$ cat src/rtl/sms_pkg.sv
// =====================================================
// Register map, control fields and status fields
package sms_pkg;
	// Register byte addresses
	localparam logic [31:0] STATUS_ADDR = 32'hFFFF0A00;
	localparam logic [31:0] RX_ADDR = 32'hFFFF0A04;
	localparam logic [31:0] TX_ADDR = 32'hFFFF0A08;
	localparam logic [31:0] DIV_ADDR = 32'hFFFF0A0C;
	localparam logic [31:0] CTRL_ADDR = 32'hFFFF0A10;

	// Reset values and control write mask
	localparam logic [7:0] STATUS_RESET = 8'h00;
	localparam logic [7:0] RX_RESET = 8'h00;
	localparam logic [7:0] DIV_RESET = 8'h1B;
	localparam logic [15:0] CTRL_RESET = 16'h0000;
	localparam logic [12:0] CTRL_MASK = 13'h1FEF;

	// Control field positions
	localparam int CTRL_ENABLE = 0;
	localparam int CTRL_MASTER = 1;
	localparam int CTRL_PHASE = 2;
	localparam int CTRL_POLARITY = 3;
	localparam int CTRL_LSB_FIRST = 5;
	localparam int CTRL_TX_START = 6;
	localparam int CTRL_UNDER_ZERO = 7;
	localparam int CTRL_OVERWRITE = 8;
	localparam int CTRL_CS_OUT_EN = 9;
	localparam int CTRL_SLV_OUT_EN = 10;
	localparam int CTRL_LOOPBACK = 11;
	localparam int CTRL_CONTINUOUS = 12;

	// Status field positions
	localparam int ST_TX_BUSY = 0;
	localparam int ST_TX_IRQ = 1;
	localparam int ST_TX_UNDER = 2;
	localparam int ST_RX_FULL = 3;
	localparam int ST_RX_IRQ = 4;
	localparam int ST_RX_OVER = 5;

	// Core clock divide settings at which master mode stops
	localparam logic [2:0] CD_MASTER_LIMIT = 3'h6;

	// Transfer geometry
	localparam int BYTE_BITS = 8;
	localparam logic [2:0] LAST_BIT = 3'h7;
	localparam logic [3:0] LAST_EDGE = 4'hF;
	localparam int FIFO_DEPTH = 16;

	// Pin synchroniser lanes
	localparam int PIN_SCLK = 0;
	localparam int PIN_MOSI = 1;
	localparam int PIN_MISO = 2;
	localparam int PIN_CS = 3;
	localparam logic [3:0] PIN_RESET = 4'h8;
endpackage : sms_pkg

$ cat src/rtl/sms_fifo_if.sv
`timescale 1ns/1ns
// =====================================================
// Valid/ready stream between the register side and the shifter
interface sms_fifo_if #(parameter int WIDTH = 8);
	logic in_valid;
	logic in_ready;
	logic [WIDTH-1:0] in_data;
	logic out_valid;
	logic out_ready;
	logic [WIDTH-1:0] out_data;

	modport fifo (input in_valid, input in_data, output in_ready,
		output out_valid, output out_data, input out_ready);
	modport user (output in_valid, output in_data, input in_ready,
		input out_valid, input out_data, output out_ready);
endinterface : sms_fifo_if

$ cat src/rtl/sms_fifo.sv
`timescale 1ns/1ns
// =====================================================
// Synchronous FIFO with honest full and empty
module sms_fifo #(
	parameter int WIDTH = 8,
	parameter int DEPTH = 16
) (
	input wire logic core_clk_in,
	input wire logic reset_in,
	sms_fifo_if.fifo port
);
	localparam int AW = $clog2(DEPTH);

	logic [WIDTH-1:0] mem [DEPTH];
	logic [AW-1:0] wr_ptr_ff, nxt_wr_ptr;
	logic [AW-1:0] rd_ptr_ff, nxt_rd_ptr;
	logic [AW:0] count_ff, nxt_count;
	logic push;
	logic pop;

	// Handshakes straight from the fill level
	assign port.in_ready = (count_ff != (AW+1)'(DEPTH));
	assign port.out_valid = (count_ff != '0);
	assign port.out_data = mem[rd_ptr_ff];
	assign push = port.in_valid & port.in_ready;
	assign pop = port.out_valid & port.out_ready;

	// Pointer and level update
	always_comb begin
		nxt_wr_ptr = push ? wr_ptr_ff + 1'b1 : wr_ptr_ff;
		nxt_rd_ptr = pop ? rd_ptr_ff + 1'b1 : rd_ptr_ff;
		nxt_count = count_ff + (AW+1)'(push) - (AW+1)'(pop);
	end

	always_ff @(posedge core_clk_in) begin
		if (reset_in) begin
			wr_ptr_ff <= '0;
			rd_ptr_ff <= '0;
			count_ff <= '0;
		end else begin
			wr_ptr_ff <= nxt_wr_ptr;
			rd_ptr_ff <= nxt_rd_ptr;
			count_ff <= nxt_count;
		end
	end

	// Storage has no reset, it is gated by the level
	always_ff @(posedge core_clk_in) begin
		if (push) begin
			mem[wr_ptr_ff] <= port.in_data;
		end
	end
endmodule : sms_fifo

$ cat src/rtl/sms_port.sv
`timescale 1ns/1ns
// =====================================================
// Serial port, master or slave, byte wide, full duplex
module sms_port (
	input wire logic core_clk_in,
	input wire logic reset_in,
	input wire logic [31:0] bus_addr_in,
	input wire logic bus_wr_in,
	input wire logic bus_rd_in,
	input wire logic [15:0] bus_wdata_in,
	output logic [15:0] bus_rdata_out,
	input wire logic [2:0] core_clock_divide_field_in,
	output logic tx_ready_out,
	output logic port_irq_out,
	input wire logic sclk_in,
	output logic sclk_out,
	output logic sclk_oe_out,
	input wire logic mosi_in,
	output logic mosi_out,
	output logic mosi_oe_out,
	input wire logic miso_in,
	output logic miso_out,
	output logic miso_oe_out,
	input wire logic cs_n_in,
	output logic cs_n_out,
	output logic cs_n_oe_out
);
	typedef enum logic [1:0] {M_IDLE, M_RUN, M_GAP} sms_mst_t;

	// =====================================================
	// State
	logic [15:0] ctrl_ff, nxt_ctrl;
	logic [7:0] div_ff, nxt_div;
	logic [7:0] rxbuf_ff, nxt_rxbuf;
	logic [7:0] last_tx_ff, nxt_last_tx;
	logic [7:0] tx_sh_ff, nxt_tx_sh;
	logic [7:0] rx_sh_ff, nxt_rx_sh;
	logic [2:0] bcnt_ff, nxt_bcnt;
	logic [3:0] ecnt_ff, nxt_ecnt;
	logic [7:0] hcnt_ff, nxt_hcnt;
	logic [15:0] rdata_ff, nxt_rdata;
	logic [3:0] s1_ff, s2_ff, s3_ff, filt_ff, nxt_filt;
	logic sclk_last_ff, cs_last_ff;
	logic sclk_ff, nxt_sclk;
	logic out_ff, nxt_out;
	logic more_ff, nxt_more;
	logic st1_ff, nxt_st1;
	logic st2_ff, nxt_st2;
	logic st3_ff, nxt_st3;
	logic st4_ff, nxt_st4;
	logic st5_ff, nxt_st5;
	sms_mst_t mst_ff, nxt_mst;

	// Working terms
	logic en, master, cpha, cpol, lsb;
	logic master_ok, slave_on, slv_cs, busy, st0;
	logic wr_tx, rd_rx, wr_div, wr_ctrl;
	logic edge_ev, lead_ev, trail_ev, sample_ev, launch_ev;
	logic start_ev, slv_start, load_ev, byte_done, rx_bit;
	logic [7:0] next_byte, rx_word;
	logic [7:0] status;

	sms_fifo_if #(.WIDTH(8)) txq ();

	sms_fifo #(.WIDTH(8), .DEPTH(sms_pkg::FIFO_DEPTH)) u_txq (
		.core_clk_in(core_clk_in),
		.reset_in(reset_in),
		.port(txq.fifo)
	);

	// =====================================================
	// Decode and mode terms
	always_comb begin
		en = ctrl_ff[sms_pkg::CTRL_ENABLE];
		master = ctrl_ff[sms_pkg::CTRL_MASTER];
		cpha = ctrl_ff[sms_pkg::CTRL_PHASE];
		cpol = ctrl_ff[sms_pkg::CTRL_POLARITY];
		lsb = ctrl_ff[sms_pkg::CTRL_LSB_FIRST];
		master_ok = en & master & (core_clock_divide_field_in < sms_pkg::CD_MASTER_LIMIT);
		slave_on = en & ~master;
		slv_cs = slave_on & ~filt_ff[sms_pkg::PIN_CS];
		busy = master ? (mst_ff != M_IDLE) : slv_cs;
		wr_tx = 1'b0;
		rd_rx = 1'b0;
		wr_div = 1'b0;
		wr_ctrl = 1'b0;
		if (bus_wr_in && bus_addr_in == sms_pkg::TX_ADDR) begin
			wr_tx = 1'b1;
		end else if (bus_wr_in && bus_addr_in == sms_pkg::DIV_ADDR) begin
			wr_div = 1'b1;
		end else if (bus_wr_in && bus_addr_in == sms_pkg::CTRL_ADDR) begin
			wr_ctrl = 1'b1;
		end else if (bus_rd_in && bus_addr_in == sms_pkg::RX_ADDR) begin
			rd_rx = 1'b1;
		end
	end

	// =====================================================
	// Edge events from the master divider or the slave pin
	always_comb begin
		// half period is divider+1 core cycles
		edge_ev = (mst_ff == M_RUN) && (hcnt_ff == div_ff);
		if (master) begin
			lead_ev = edge_ev & (sclk_ff == cpol);
			trail_ev = edge_ev & (sclk_ff != cpol);
		end else begin
			lead_ev = slv_cs & (sclk_last_ff == cpol) & (filt_ff[sms_pkg::PIN_SCLK] != cpol);
			trail_ev = slv_cs & (sclk_last_ff != cpol) & (filt_ff[sms_pkg::PIN_SCLK] == cpol);
		end
		// sample on one edge, launch on the other
		sample_ev = cpha ? trail_ev : lead_ev;
		launch_ev = cpha ? lead_ev : trail_ev;
		byte_done = sample_ev & (bcnt_ff == sms_pkg::LAST_BIT);
		if (ctrl_ff[sms_pkg::CTRL_LOOPBACK]) begin
			rx_bit = out_ff;
		end else begin
			rx_bit = master ? filt_ff[sms_pkg::PIN_MISO] : filt_ff[sms_pkg::PIN_MOSI];
		end
		rx_word = lsb ? {rx_bit, rx_sh_ff[7:1]} : {rx_sh_ff[6:0], rx_bit};
		// Underflow sends zero or repeats the last byte
		if (txq.out_valid) begin
			next_byte = txq.out_data;
		end else if (ctrl_ff[sms_pkg::CTRL_UNDER_ZERO]) begin
			next_byte = 8'h00;
		end else begin
			next_byte = last_tx_ff;
		end
	end

	// =====================================================
	// Master sequencer
	always_comb begin
		nxt_mst = mst_ff;
		nxt_hcnt = 8'h00;
		nxt_ecnt = ecnt_ff;
		nxt_sclk = cpol;
		start_ev = 1'b0;
		case (mst_ff)
			M_IDLE: begin
				if (master_ok && (ctrl_ff[sms_pkg::CTRL_TX_START] ? txq.out_valid : rd_rx)) begin
					nxt_mst = M_RUN;
					nxt_ecnt = 4'h0;
					start_ev = 1'b1;
				end
			end
			M_RUN: begin
				nxt_sclk = sclk_ff;
				nxt_hcnt = hcnt_ff + 8'h01;
				if (!master_ok) begin
					nxt_mst = M_IDLE;
					nxt_sclk = cpol;
				end else if (edge_ev) begin
					nxt_sclk = ~sclk_ff;
					nxt_hcnt = 8'h00;
					nxt_ecnt = ecnt_ff + 4'h1;
					// Continue test taken from the queue when the last edge samples, otherwise from more_ff set by the shifter
					if (ecnt_ff == sms_pkg::LAST_EDGE
						&& !(byte_done ? (ctrl_ff[sms_pkg::CTRL_CONTINUOUS] & txq.out_valid) : more_ff)) begin
						nxt_mst = M_GAP;
					end
				end
			end
			M_GAP: begin
				// Stall with select released before next byte
				nxt_hcnt = hcnt_ff + 8'h01;
				if (hcnt_ff == div_ff || !master_ok) begin
					nxt_mst = M_IDLE;
				end
			end
			default: nxt_mst = M_IDLE;
		endcase
	end

	// =====================================================
	// Shift registers and receive buffer
	always_comb begin
		nxt_tx_sh = tx_sh_ff;
		nxt_rx_sh = rx_sh_ff;
		nxt_out = out_ff;
		nxt_bcnt = bcnt_ff;
		nxt_more = more_ff;
		nxt_rxbuf = rxbuf_ff;
		nxt_last_tx = last_tx_ff;
		load_ev = 1'b0;
		// select falling starts a slave byte
		slv_start = slave_on & cs_last_ff & ~filt_ff[sms_pkg::PIN_CS];
		if (!slv_cs && !master) begin
			nxt_bcnt = 3'h0;
		end
		// launch and sample run side by side
		if (launch_ev) begin
			nxt_out = lsb ? tx_sh_ff[0] : tx_sh_ff[7];
			nxt_tx_sh = lsb ? {1'b0, tx_sh_ff[7:1]} : {tx_sh_ff[6:0], 1'b0};
		end
		if (sample_ev) begin
			nxt_rx_sh = rx_word;
			nxt_bcnt = bcnt_ff + 3'h1;
		end
		if (byte_done) begin
			if (!st3_ff || rd_rx || ctrl_ff[sms_pkg::CTRL_OVERWRITE]) begin
				nxt_rxbuf = rx_word;
			end
			nxt_more = ctrl_ff[sms_pkg::CTRL_CONTINUOUS] & txq.out_valid;
			if (!master || nxt_more) begin
				load_ev = 1'b1;
				nxt_tx_sh = next_byte;
			end
		end
		if (start_ev || slv_start) begin
			load_ev = 1'b1;
			nxt_bcnt = 3'h0;
			nxt_more = 1'b0;
			// first bit out at once when phase is zero
			if (cpha) begin
				nxt_tx_sh = next_byte;
			end else begin
				nxt_out = lsb ? next_byte[0] : next_byte[7];
				nxt_tx_sh = lsb ? {1'b0, next_byte[7:1]} : {next_byte[6:0], 1'b0};
			end
		end
		if (load_ev && txq.out_valid) begin
			nxt_last_tx = txq.out_data;
		end
	end

	// =====================================================
	// Status flags, set wins over clear except bits 1 and 5, where a transmit write or a receive read wins
	always_comb begin
		st0 = txq.out_valid | busy;
		nxt_st2 = (load_ev & ~txq.out_valid) | (st2_ff & ~wr_tx);
		// transmit interrupt flag
		// A write makes bit 0 true only a cycle later, so it beats the idle set here; disabled port stays quiet
		if (en && !wr_tx && (!st0 || st2_ff)) begin
			nxt_st1 = 1'b1;
		end else if (wr_tx || (!busy && !en)) begin
			nxt_st1 = 1'b0;
		end else begin
			nxt_st1 = st1_ff;
		end
		nxt_st3 = (byte_done & (~st3_ff | rd_rx | ctrl_ff[sms_pkg::CTRL_OVERWRITE]))
			| (st3_ff & ~rd_rx);
		nxt_st5 = (byte_done & st3_ff & ~rd_rx) | (st5_ff & ~rd_rx);
		nxt_st4 = (byte_done & ~rd_rx) | (st4_ff & ~rd_rx);
		if (byte_done && (~st3_ff | rd_rx)) begin
			nxt_st4 = 1'b1;
		end
		status = {2'b00, st5_ff, st4_ff, st3_ff, st2_ff, st1_ff, st0};
	end

	// =====================================================
	// Register writes, read data and pin filter
	always_comb begin
		nxt_div = wr_div ? bus_wdata_in[7:0] : div_ff;
		nxt_ctrl = wr_ctrl ? {3'b000, bus_wdata_in[12:0] & sms_pkg::CTRL_MASK} : ctrl_ff;
		nxt_rdata = 16'h0000;
		if (bus_rd_in && bus_addr_in == sms_pkg::STATUS_ADDR) begin
			nxt_rdata = {8'h00, status};
		end else if (rd_rx) begin
			nxt_rdata = {8'h00, rxbuf_ff};
		end else if (bus_rd_in && bus_addr_in == sms_pkg::DIV_ADDR) begin
			nxt_rdata = {8'h00, div_ff};
		end else if (bus_rd_in && bus_addr_in == sms_pkg::CTRL_ADDR) begin
			nxt_rdata = ctrl_ff;
		end
		// A pin change counts once two stages agree
		nxt_filt = (~(s2_ff ^ s3_ff) & s3_ff) | ((s2_ff ^ s3_ff) & filt_ff);
		txq.in_valid = wr_tx;
		txq.in_data = bus_wdata_in[7:0];
		txq.out_ready = load_ev;
	end

	always_ff @(posedge core_clk_in) begin
		if (reset_in) begin
			ctrl_ff <= sms_pkg::CTRL_RESET;
			div_ff <= sms_pkg::DIV_RESET;
			rxbuf_ff <= sms_pkg::RX_RESET;
			last_tx_ff <= 8'h00;
			tx_sh_ff <= 8'h00;
			rx_sh_ff <= 8'h00;
			bcnt_ff <= 3'h0;
			ecnt_ff <= 4'h0;
			hcnt_ff <= 8'h00;
			rdata_ff <= 16'h0000;
			s1_ff <= sms_pkg::PIN_RESET;
			s2_ff <= sms_pkg::PIN_RESET;
			s3_ff <= sms_pkg::PIN_RESET;
			filt_ff <= sms_pkg::PIN_RESET;
			sclk_last_ff <= 1'b0;
			cs_last_ff <= 1'b1;
			sclk_ff <= 1'b0;
			out_ff <= 1'b0;
			more_ff <= 1'b0;
			{st5_ff, st4_ff, st3_ff, st2_ff, st1_ff} <= sms_pkg::STATUS_RESET[5:1];
			mst_ff <= M_IDLE;
		end else begin
			ctrl_ff <= nxt_ctrl;
			div_ff <= nxt_div;
			rxbuf_ff <= nxt_rxbuf;
			last_tx_ff <= nxt_last_tx;
			tx_sh_ff <= nxt_tx_sh;
			rx_sh_ff <= nxt_rx_sh;
			bcnt_ff <= nxt_bcnt;
			ecnt_ff <= nxt_ecnt;
			hcnt_ff <= nxt_hcnt;
			rdata_ff <= nxt_rdata;
			s1_ff <= {cs_n_in, miso_in, mosi_in, sclk_in};
			s2_ff <= s1_ff;
			s3_ff <= s2_ff;
			filt_ff <= nxt_filt;
			sclk_last_ff <= filt_ff[sms_pkg::PIN_SCLK];
			cs_last_ff <= filt_ff[sms_pkg::PIN_CS];
			sclk_ff <= nxt_sclk;
			out_ff <= nxt_out;
			more_ff <= nxt_more;
			{st5_ff, st4_ff, st3_ff, st2_ff, st1_ff} <= {nxt_st5, nxt_st4, nxt_st3, nxt_st2, nxt_st1};
			mst_ff <= nxt_mst;
		end
	end

	// =====================================================
	// Pins and outputs
	assign bus_rdata_out = rdata_ff;
	assign tx_ready_out = txq.in_ready;
	// one flag picked by control 6
	assign port_irq_out = ctrl_ff[sms_pkg::CTRL_TX_START] ? st1_ff : st4_ff;
	assign sclk_out = sclk_ff;
	// clock pin driven only as master
	assign sclk_oe_out = master_ok;
	assign mosi_out = out_ff;
	// data-out pin driven only as master
	assign mosi_oe_out = master_ok;
	assign miso_out = out_ff;
	// data-in pin driven only as selected slave
	assign miso_oe_out = slv_cs & ctrl_ff[sms_pkg::CTRL_SLV_OUT_EN];
	assign cs_n_out = (mst_ff != M_RUN);
	assign cs_n_oe_out = master_ok & ctrl_ff[sms_pkg::CTRL_CS_OUT_EN];
endmodule : sms_port

$ cat config.mk
export PLATFORM = sky130hd
export DESIGN_NAME = sms_port
export DESIGN_NICKNAME = d
export VERILOG_FILES = /design/src/rtl/sms_pkg.sv /design/src/rtl/sms_fifo_if.sv /design/src/rtl/sms_fifo.sv /design/src/rtl/sms_port.sv
export SDC_FILE = /design/constraint.sdc
export NUM_CORES = 1
export LEC_CHECK = 0
export ABC_AREA = 1
export BUFFER_PORTS_ARGS = -buffer_cell sky130_fd_sc_hd__clkbuf_2
export CELL_PAD_IN_SITES_DETAIL_PLACEMENT = 1
export CELL_PAD_IN_SITES_GLOBAL_PLACEMENT = 2
export CORE_UTILIZATION = 35
export CTS_CLUSTER_DIAMETER = 100
export DETAILED_ROUTE_END_ITERATION = 6
export PLACE_DENSITY_LB_ADDON = 0.1
export SLEW_MARGIN = 10
export SYNTH_ARGS = -nofsm -noshare
export SYNTH_HDL_FRONTEND = slang
export SYNTH_SLANG_ARGS = --single-unit
$ cat constraint.sdc
create_clock -name core_clk_in -period 7.7 [get_ports core_clk_in]
set_input_delay 0.77 -clock core_clk_in [delete_from_list [all_inputs] [get_ports core_clk_in]]
set_output_delay 0.77 -clock core_clk_in [all_outputs]
set_load 0.01 [all_outputs]
==> summary.txt, run 1 <==
Placement
  • Quantity of I/O buffers inserted on ports: 77
  • Post-DP HPWL: 20780 µm
  • Final Wtd Congestion: 0.7540

Setup path
  • Critical Path RT: 8.18 ns
  • CP max-delay cell: a21oi_4
  • CP Launch Type: primary input
  • Crit-path cells: clkbuf_2 -> nor2_1 -> nand2_1 -> nor2_1 -> nand4_1 -> nand2_1 -> nand3_1 -> nand2_1 -> inv_2 -> a21oi_4 -> ha_1 -> inv_1 -> ha_1 -> fa_1 -> nand2_1 -> a21oi_1 -> nor2_1 -> o21ai_0 -> a21oi_1
  • CP peak stage delay: 0.50 ns
  • Worst EP arrival: 4.29 ns
  • Crit path kind: primary input to register
  • Crit path max fanout: 13
  • Crit path buffers/inverters: 3
  • Crit. End Element: register
  • CP most frequent cell: nand2_1
  • CP delay by family, top: simple AND/OR/NAND/NOR gates

Synthesis
  • Synth Instances: 1271
  • Main synth FF type: edfxtp_1
  • Avg Inst Size Synth: 8.858 µm²
  • Cell Area, Synth: 11260 µm²
  • Yosys warnings: 0
  • Post-synth EDFFs: 128
  • Number of library cell types mapped by synthesis: 47
  • FFs w/ async S/R, synth: 0%
  • Register bit total from synthesis: 253
  • Sequential area share after synthesis: 56.37%

Floorplanning
  • Initial Util: 35.59%
  • Die W: 181.4 µm
  • Num ports: 85
  • Die Span Y: 181.4 µm
  • Core area: 31640 µm²
  • # rows: 65
  • Die area: 32890 µm²

STA
  • RSZ-0062 raised after global routing: no
  • Final slew viol count: 0
  • Setup TNS: 0 ns
  • Slew @ Worst Pin: 0.9927 ns
  • Worst Skew: 0.01883 ns
  • Final setup vio count: 0
  • Fmax: 0.2619 GHz
  • Final hold vios: 0
  • Crit share post-route: 49.59%
  • Max-slew headroom: 33.73%
  • Minimum clock period: 3.818 ns

Routing
  • Pre-antenna DRT Iters: 4
  • Detailed-route vias per instance: 4.978
  • Wire length per cell: 17.54 µm
  • # DRC: 0
  • Vias: 8747
  • Initial DRC count: 363
  • Final antenna-violating net count: 0
  • Final wirelength: 30820 µm

Power and ir drop
  • Max VDD drop: 155.2 µV
  • Pwr dens: 228.1 nW/µm²
  • Total power: 2947 µW
  • Pleak: 0.005043 µW

Run
  • # Max-Cap Violations: 0

Clocking
  • Post_cts resized: 0
  • Clock Path Buffers: 3
  • CTS Buf Count: 30
  • Worst-path clk slew: 0.06 ns
  • Postcts setup bufs: 0
  • Worst-Skew Late Latency: 0.55 ns
  • CTS tree: yes
  • CTS Root Cell: clkbuf_16
  • H-tree levels: 1
  • Clock sink count: 253
  • # hold bufs at CTS: 0

Global route
  • Grt ovf: 0
  • Tot GR Track Use: 19.21%
  • First-pass GRT wire length: 49890 µm
  • Number of global-route vias before repair: 9090
  • Largest net degree at the start of global routing: 91
  • Initial antenna violation count: 0

Cells and area
  • Antenna diodes: 0
  • Share of layout cells above drive strength 1: 11.37%
  • Layout area overhead: 14.76%
  • Final #Nets: 1410
  • Most common cell after layout, fill and taps aside: nand2_1
  • Commonest non-fill, non-tap cells in the layout: nand2_1, inv_1, nor2_1

Worst hold path
  • Worst min path class: register to register

Run status
  • Status: finished clean
## area by class of cell
| class | count | area [µm²] |
|---|---|---|
| clock buffers | 49 | 934.6 |
| clock inverters | 6 | 35.03 |
| fillers | 3700 | 18720 |
| inverters | 173 | 651.9 |
| multi-input cells | 791 | 4014 |
| flip-flops and latches | 253 | 6351 |
| well taps | 402 | 503.0 |
| repair buffers | 83 | 430.4 |
## registers in the layout (all words and copies together), names as in the netlist, 5 cells and up, named ones only
signal	count
u_txq.mem	128
bus_rdata_out	13
ctrl_ff	12
div_ff	8
hcnt_ff	8
last_tx_ff	8
rx_sh_ff	8
rxbuf_ff	8
tx_sh_ff	8
u_txq.count_ff	5
## worst register-to-register path, cell delays in order, from the launching register on
cell and delay, ns:
dfxtp_1 0.40, inv_2 0.04, nand2_1 0.06, nand2_1 0.05, nor2_1 0.13, nand2_1 0.11
nor2_4 0.22, nand3b_1 0.16, nand3_2 0.13, nand3_4 0.15, nor2_8 0.22, inv_4 0.11
a21oi_4 0.47, ha_1 0.23, inv_1 0.04, ha_1 0.22, fa_1 0.44, nand2_1 0.09
a21oi_1 0.06, nor2_1 0.12, o21ai_0 0.09, a21oi_1 0.12
## cell usage after synthesis, types with 6 or more instances
| master | number | area (µm²) |
|---|---|---|
| nand3_1 | 74 | 370.4 |
| ha_1 | 18 | 225.2 |
| mux2i_1 | 6 | 60.06 |
| clkbuf_1 | 36 | 135.1 |
| buf_4 | 6 | 45.04 |
| o211ai_1 | 35 | 262.8 |
| nand2_1 | 223 | 837.1 |
| xnor2_1 | 6 | 52.55 |
| inv_1 | 165 | 619.3 |
| nor3_1 | 11 | 55.05 |
| a211oi_1 | 32 | 240.2 |
| inv_2 | 6 | 22.52 |
| edfxtp_1 | 128 | 3844 |
| nand4_1 | 11 | 68.82 |
| dfxtp_1 | 125 | 2502 |
| a21oi_1 | 82 | 410.4 |
| nor2_1 | 144 | 540.5 |
| buf_2 | 11 | 55.05 |
| o21ai_0 | 102 | 510.5 |
## path summary, 6_finish.rpt
check | to | cells past startpoint | start | slack (ns)
min reg2reg | s2_ff[1] | 2 | s1_ff[1] | 0.40
max reg2reg | u_txq.count_ff[4] | 21 | hcnt_ff[6] | 3.97
min | s2_ff[1] | 2 | s1_ff[1] | 0.40
max | u_txq.count_ff[4] | 19 | bus_addr_in[7] | 3.88
## per-layer routing
| metal | vias to the layer above | global-route usage [%] | share of wire (%) |
|---|---|---|---|
| li1 | 4376 | - | - |
| met5 | - | 0 | 0 |
| met4 | 0 | 4.305 | 2.0 |
| met2 | 97 | 33.23 | 48 |
| met1 | 4234 | 25.46 | 48 |
| met3 | 40 | 2.540 | 2.7 |
## kinds of logic (layout without fill, tap and decap cells)
family	count (synthesis)	after routing	synth area share, %
multiplexers	7	7	0.6335
adder cells (fa/ha/maj)	19	19	2.178
AO/OA/AOI/OAI	269	269	13.78
other	1	3	0.03331
flip-flops	253	253	56.37
buffers and inverters	229	311	8.046
AND/OR/NAND/NOR	482	482	18.10
XOR/XNOR	11	11	0.8557
## metrics by stage
| stage | setup slack [ns] | hold slack, ns | std cells | cell area, µm² | util [%] |
|---|---|---|---|---|---|
| floorplan | 4.416 | 0.3883 | 1273 | 11270 | - |
| global placement | 3.357 | 0.3891 | 1702 | 11950 | 37.77 |
| detailed placement | 3.293 | 0.4008 | 1702 | 11950 | 37.77 |
| CTS | 3.859 | 0.3852 | 1757 | 12920 | 40.84 |
| global route | 3.425 | 0.4018 | 1757 | 12920 | 40.84 |
| finish | 3.882 | 0.4042 | 1757 | 12920 | 40.84 |
## where the power goes
part	total (µW)	leakage [µW]	switching (µW)	internal, µW
logic	142	0.00240	98.1	44.4
registers	1430	0.00216	6.85	1420
clock network	1370	0.000486	551	823
total	2950	0.00504	656	2290
No activity file was read; power rests on OpenSTA's default activity.
==> inputs of run 2 (changes only) <==
==> constraint.sdc (replaced) <==
create_clock -name core_clk_in -period 3.8 [get_ports core_clk_in]
set_input_delay 0.38 -clock core_clk_in [delete_from_list [all_inputs] [get_ports core_clk_in]]
set_output_delay 0.38 -clock core_clk_in [all_outputs]
set_load 0.01 [all_outputs]
==> run 2 against run 1 <==
Net effect: utilization hardly changed; global-route usage fell by 0.25 points; clock skew down 0.0036 ns.
==> summary.txt, run 2 (synthesis results as in run 1) <==
Power and ir drop
  • Max VDD drop: 341.7 µV (+120%)
  • Combinational power share: 5.0% (+0.2 points)
  • Pwr dens: 436.8 nW/µm² (+91%)
  • Pint: 4357 µW (+90%)
  • Clock Power Share: 43.5% (-3.1 points)
  • Seq pwr share: 51.4% (+2.9 points)
  • Pleak: 0.005051 µW (+0.17%)
  • NetSw: 1282 µW (+95%)
  • Switch share: 22.74% (+0.48 points)

Cells and area
  • Number of flip-flops in the largest register: 128 (unchanged)
  • Most common cell after layout, fill and taps aside: nand2_1
  • Layout area overhead: 14.67% (about the same)
  • Final #Nets: 1426 (+1.1%)
  • Commonest non-fill, non-tap cells in the layout: nand2_1, inv_1, nor2_1
  • Area of the multi-input gates: 4014 µm² (unchanged)
  • Share of layout cells above drive strength 1: 11.62% (+0.26 points)
  • Fillers: 3726 (+0.70%)
  • Antenna diodes: 0 (unchanged)
  • Biggest register: u_txq.mem
  • Register area: 6351 µm² (unchanged)

Routing
  • Final wirelength: 30390 µm (-1.4%)
  • Wire length per cell: 17.17 µm (-2.1%)
  • Vias: 8679 (-0.78%)
  • Pre-antenna DRT Iters: 5 (+1)
  • # DRC: 0 (unchanged)
  • Detailed-route vias per instance: 4.903 (-1.5%)
  • Final antenna-violating net count: 0 (unchanged)
  • Initial DRC count: 464 (+28%)

Global route
  • Grt ovf: 0 (unchanged)
  • First-pass GRT wire length: 49310 µm (-1.2%)
  • Largest net degree at the start of global routing: 96 (+5.5%)
  • Tot GR Track Use: 18.96% (-0.25 points)
  • Initial antenna violation count: 0 (unchanged)
  • Number of global-route vias before repair: 8983 (-1.2%)

Clocking
  • Worst-path clk slew: 0.06 ns (about the same)
  • CTS tree: yes
  • CTS Root Cell: clkbuf_16
  • Postcts setup bufs: 0 (unchanged)
  • Clock sink count: 253 (unchanged)
  • Worst-Skew Late Latency: 0.53 ns (-0.02 ns)
  • # hold bufs at CTS: 0 (unchanged)
  • Clock Path Buffers: 3 (unchanged)
  • CTS Buf Count: 29 (-3.3%)
  • Post_cts resized: 0 (unchanged)
  • H-tree levels: 1 (unchanged)

Setup path
  • Crit path max fanout: 10 (-3)
  • Worst path depth: 21 (+2)
  • Worst r2r src: hcnt_ff[7]
  • CP max-delay cell: fa_1
  • Crit. End Element: register
  • Crit path launch: hcnt_ff[7]
  • CP peak stage delay: 0.44 ns (-0.06 ns)
  • CP most frequent cell: nand2_1
  • Critical Path RT: 4.27 ns (-3.91 ns)
  • Crit path kind: register to register
  • Worst EP arrival: 3.84 ns (-0.45 ns)
  • Crit-path cells: inv_1 -> nand2_1 -> nand2_1 -> nor2_1 -> nand2_1 -> nor2_4 -> nand3b_1 -> nand3_2 -> nand3_4 -> nor2_8 -> inv_4 -> a21oi_4 -> ha_1 -> inv_1 -> ha_1 -> fa_1 -> nand2_1 -> a21oi_1 -> nor2_1 -> o21ai_0 -> a21oi_1
  • Path depth of the worst reg2reg path: 21 (unchanged)
  • CP Launch Type: register
  • CP delay by family, top: simple AND/OR/NAND/NOR gates
  • Crit path buffers/inverters: 3 (unchanged)

Worst hold path
  • Hold path cells: 2 (unchanged)
  • Hold Startpoint: cs_n_in
  • Worst min path class: primary input to register

STA
  • Final setup vio count: 0 (unchanged)
  • Worst Skew: 0.01525 ns (-0.003588 ns)
  • RSZ-0062 raised after global routing: no
  • Final hold vios: 0 (unchanged)
  • Hold_ws: 0.03133 ns (-0.3728 ns)
  • Minimum clock period: 3.373 ns
  • Fmax: 0.2965 GHz
  • Slew @ Worst Pin: 0.9433 ns (-0.04940 ns)
  • Crit share post-route: 88.76%
  • Max-slew headroom: 36.96% (+3.2 points)
  • Final slew viol count: 0 (unchanged)
  • Post-route setup slack: 0.4272 ns (-3.455 ns)
  • Setup TNS: 0 ns (unchanged)

Floorplanning
  • Initial Util: 35.59% (unchanged)
  • Die W: 181.4 µm (unchanged)
  • # rows: 65 (unchanged)
  • Core area: 31640 µm² (unchanged)
  • Die Span Y: 181.4 µm (unchanged)
  • Die area: 32890 µm² (unchanged)
  • Num ports: 85 (unchanged)

Placement
  • Quantity of I/O buffers inserted on ports: 77 (unchanged)
  • Post-DP HPWL: 20910 µm (+0.65%)
  • Final Wtd Congestion: 0.7739 (+2.6%)
  • Placement Setup Slack: 0.2785 ns (-3.014 ns)

Run
  • # Max-Cap Violations: 0 (unchanged)

Run status
  • Status: finished clean
## run 2: cell count changes in the layout (fill, tap and decap cells not counted), moves of 2 or more
| cell | change |
|---|---|
| buf_4 | +16 |
| clkinv_1 | +9 |
| clkbuf_8 | -8 |
| clkbuf_4 | -3 |
| clkbuf_16 | -2 |
| clkinv_2 | +2 |
## run 2: power by group through the flow
stage	registers (µW)	clock network (µW)	logic (µW)
6_report	2900	2450	285
5_1_grt	2900	2640	332
4_1_cts	2900	2520	294
3_5_place_dp	2960	0	293
3_3_place_gp	2960	0	284
2_1_floorplan	2950	0	170
## run 2: final cells by class
cell class / count / area share, %
tap: 402 / 3.896
clock inverter: 16 / 0.5524
multi-input combinational: 791 / 31.09
sequential: 253 / 49.20
clock buffer: 35 / 5.796
timing repair buffer: 100 / 4.419
inverter: 173 / 5.049
## run 2: worst reg2reg max path: cells and delay by family (launching register included)
kind	cells	cell delay [ns]
compound gates	4	0.47
simple gates	11	1.40
buf+inv	3	0.22
fa+ha+maj	3	0.82
flops	1	0.40
## run 2: final timing paths
path | slack [ns] | endpoint
setup / recovery | 0.43 | u_txq.count_ff[4]
hold / removal | 0.03 | s1_ff[3]
setup reg to reg | 0.43 | u_txq.count_ff[4]
hold reg to reg | 0.41 | s2_ff[0]
## run 2: metal layers
metal,track usage [%],vias up,wire length [µm]
met5,0,-,0
met4,3.153,0,294
met3,2.217,22,895
met2,32.89,99,14510
met1,25.64,4162,14690
li1,-,4396,-
## run 2: per-stage QoR
step / utilization (%) / instances / area [µm²] / total power [µW]
after floorplan: - / 1273 / 11270 / 3125
after global placement: 38.22 / 1719 / 12090 / 3241
after detailed placement: 38.22 / 1719 / 12090 / 3250
after CTS: 40.81 / 1770 / 12910 / 5717
after global routing: 40.81 / 1770 / 12910 / 5870
final: 40.81 / 1770 / 12910 / 5639
==> inputs of run 3 (changes only) <==
--- a/config.mk
+++ b/config.mk
@@ -9,7 +9,7 @@
 export BUFFER_PORTS_ARGS = -buffer_cell sky130_fd_sc_hd__clkbuf_2
 export CELL_PAD_IN_SITES_DETAIL_PLACEMENT = 1
 export CELL_PAD_IN_SITES_GLOBAL_PLACEMENT = 2
-export CORE_UTILIZATION = 35
+export CORE_UTILIZATION = 37
 export CTS_CLUSTER_DIAMETER = 100
 export DETAILED_ROUTE_END_ITERATION = 6
 export PLACE_DENSITY_LB_ADDON = 0.1
==> run 3 against run 2 <==
Net effect: count of clock-buffer cells in the layout is 9 higher; worst hold slack worse by 0.0033 ns; cell area is 0.93% higher; non-clock buffer count is 2 lower; global-route usage is 1.3 points higher; fmax is 2.0% higher; total power is 6.3% higher; clock skew is 0.0058 ns higher; critical endpoint unchanged; largest power group unchanged.
==> summary.txt, run 3 (synthesis results as in run 1) <==
Run status
  • Status: finished clean

Placement
  • Cells after DPL: 1704 (-0.87%)
  • Quantity of I/O buffers inserted on ports: 77 (unchanged)
  • Post-DP HPWL: 21000 µm (+0.42%)
  • Final Wtd Congestion: 0.7909 (+2.2%)

STA
  • RSZ-0062 raised after global routing: no
  • Fmax: 0.3023 GHz (+2.0%)
  • Final hold vios: 0 (unchanged)
  • Crit share post-route: 87.04% (-1.7 points)
  • Worst Skew: 0.02101 ns (+0.005764 ns)
  • Setup TNS: 0 ns (unchanged)
  • Final setup vio count: 0 (unchanged)
  • Slew @ Worst Pin: 0.9307 ns (-0.01258 ns)
  • Hold_ws: 0.02804 ns (-0.003291 ns)
  • Minimum clock period: 3.308 ns (-0.06526 ns)
  • Final slew viol count: 0 (unchanged)
  • Max-slew headroom: 37.80% (+0.84 points)

Power and ir drop
  • Pleak: 0.005108 µW (+1.1%)
  • Max VDD drop: 306.9 µV (-10%)
  • Pwr dens: 459.8 nW/µm² (+5.3%)
  • Total power: 5991 µW (+6.3%)

Setup path
  • Worst EP arrival: 3.77 ns (-0.07 ns)
  • Crit. End Element: register
  • Critical Path RT: 4.27 ns (about the same)
  • Crit path kind: register to register
  • Crit path max fanout: 13 (+3)
  • CP Launch Type: register

Global route
  • First-pass GRT wire length: 49200 µm (-0.22%)
  • Tot GR Track Use: 20.23% (+1.3 points)
  • Initial antenna violation count: 0 (unchanged)
  • Grt ovf: 0 (unchanged)
  • Number of global-route vias before repair: 9008 (+0.28%)
  • Largest net degree at the start of global routing: 69 (-28%)

Clocking
  • CTS Root Cell: clkbuf_16
  • Clock sink count: 253 (unchanged)
  • Clock Path Buffers: 3 (unchanged)
  • Worst-Skew Late Latency: 0.55 ns (+0.02 ns)
  • CTS Buf Count: 28 (-3.4%)
  • CTS tree: yes
  • H-tree levels: 1 (unchanged)
  • Worst-path clk slew: 0.06 ns (about the same)

Floorplanning
  • Die Span Y: 176.4 µm (-2.7%)
  • Die area: 31130 µm² (-5.3%)
  • Core area: 29800 µm² (-5.8%)
  • Initial Util: 37.78% (+2.2 points)
  • # rows: 63 (-3.1%)
  • Die W: 176.4 µm (-2.7%)
  • Num ports: 85 (unchanged)

Cells and area
  • Most common cell after layout, fill and taps aside: nand2_1
  • Finished Layout Cells: 1757 (-0.73%)
  • Layout area overhead: 15.74%
  • Number of flip-flops in the largest register: 128 (unchanged)
  • Antenna diodes: 0 (unchanged)
  • Biggest register: u_txq.mem
  • Final #Nets: 1423 (-0.21%)
  • Commonest non-fill, non-tap cells in the layout: nand2_1, inv_1, nor2_1
  • Share of layout cells above drive strength 1: 11.85% (+0.23 points)
  • Fillers: 3539 (-5.0%)

Routing
  • Wire length per cell: 17.33 µm (+0.93%)
  • Vias: 8818 (+1.6%)
  • Pre-antenna DRT Iters: 4 (-1)
  • Detailed-route vias per instance: 5.019 (+2.4%)
  • Final antenna-violating net count: 0 (unchanged)
  • Final wirelength: 30450 µm (+0.19%)
  • Initial DRC count: 368 (-21%)
  • # DRC: 0 (unchanged)

Worst hold path
  • Worst min path class: primary input to register

Run
  • # Max-Cap Violations: 0 (unchanged)
-- run 3: cell types whose count changed in the layout (fill, tap and decap cells not counted), sizes merged --
cell         delta
clkinv         -11
bufinv          +3
clkbuf          +9
buf             -3
dlygate4sd3     +1
-- run 3: area by class of cell --
cell class	instances	area, µm²	area share (%)
sequential	253	6351	48.74
multi-input combinational	791	4014	30.80
clock buffer	44	840.8	6.453
inverter	173	651.9	5.003
timing repair buffer	98	558.0	4.283
tap	390	488.0	3.745
clock inverter	8	126.4	0.9698
-- run 3: layer usage --
layer	vias to the layer above	track usage (%)	part of all wire, %
li1	4392	-	-
met1	4278	26.92	47
met2	109	34.55	48
met3	39	2.455	2.6
met4	0	5.603	2.3
met5	-	0	0
-- run 3: per-stage QoR --
step	utilization [%]	area [µm²]	worst slack, ns
after floorplan	-	11270	0.8830
after global routing	43.73	13030	0.1349
after CTS	43.73	13030	0.4539
after global placement	40.45	12050	0.2557
final	43.73	13030	0.4924
after detailed placement	40.45	12050	0.2414
-- run 3: critical path: stages (launching register included) --
cell	delay, ns
dfxtp_1	0.53
nand3_1	0.26
inv_1	0.23
o21ai_0	0.12
inv_1	0.08
nand3_1	0.12
nand2_1	0.20
inv_2	0.17
a21oi_4	0.19
ha_1	0.14
inv_1	0.04
ha_1	0.22
fa_1	0.44
nand2_1	0.09
a21oi_1	0.06
nor2_1	0.11
o21ai_0	0.09
a21oi_1	0.15
-- run 3: worst paths after layout --
| kind | from | endpoint | slack [ns] | depth (start not counted) |
|---|---|---|---|---|
| max | ctrl_ff[1] | u_txq.count_ff[4] | 0.49 | 17 |
| min | mosi_in | s1_ff[1] | 0.03 | 3 |
| max reg2reg | ctrl_ff[1] | u_txq.count_ff[4] | 0.49 | 17 |
| min reg2reg | s1_ff[1] | s2_ff[1] | 0.41 | 2 |
-- run 3: what timing repair did --
item,in CTS,in global routing
hold buffers,1,0
resized for setup,0,0
setup buffers,0,0
endpoints found under the hold margin,1,0
-- run 3: report_power, final --
group,total (µW),internal (µW),switching [µW]
logic,292,89.5,202
clock network,2800,1720,1090
registers,2900,2880,14.3
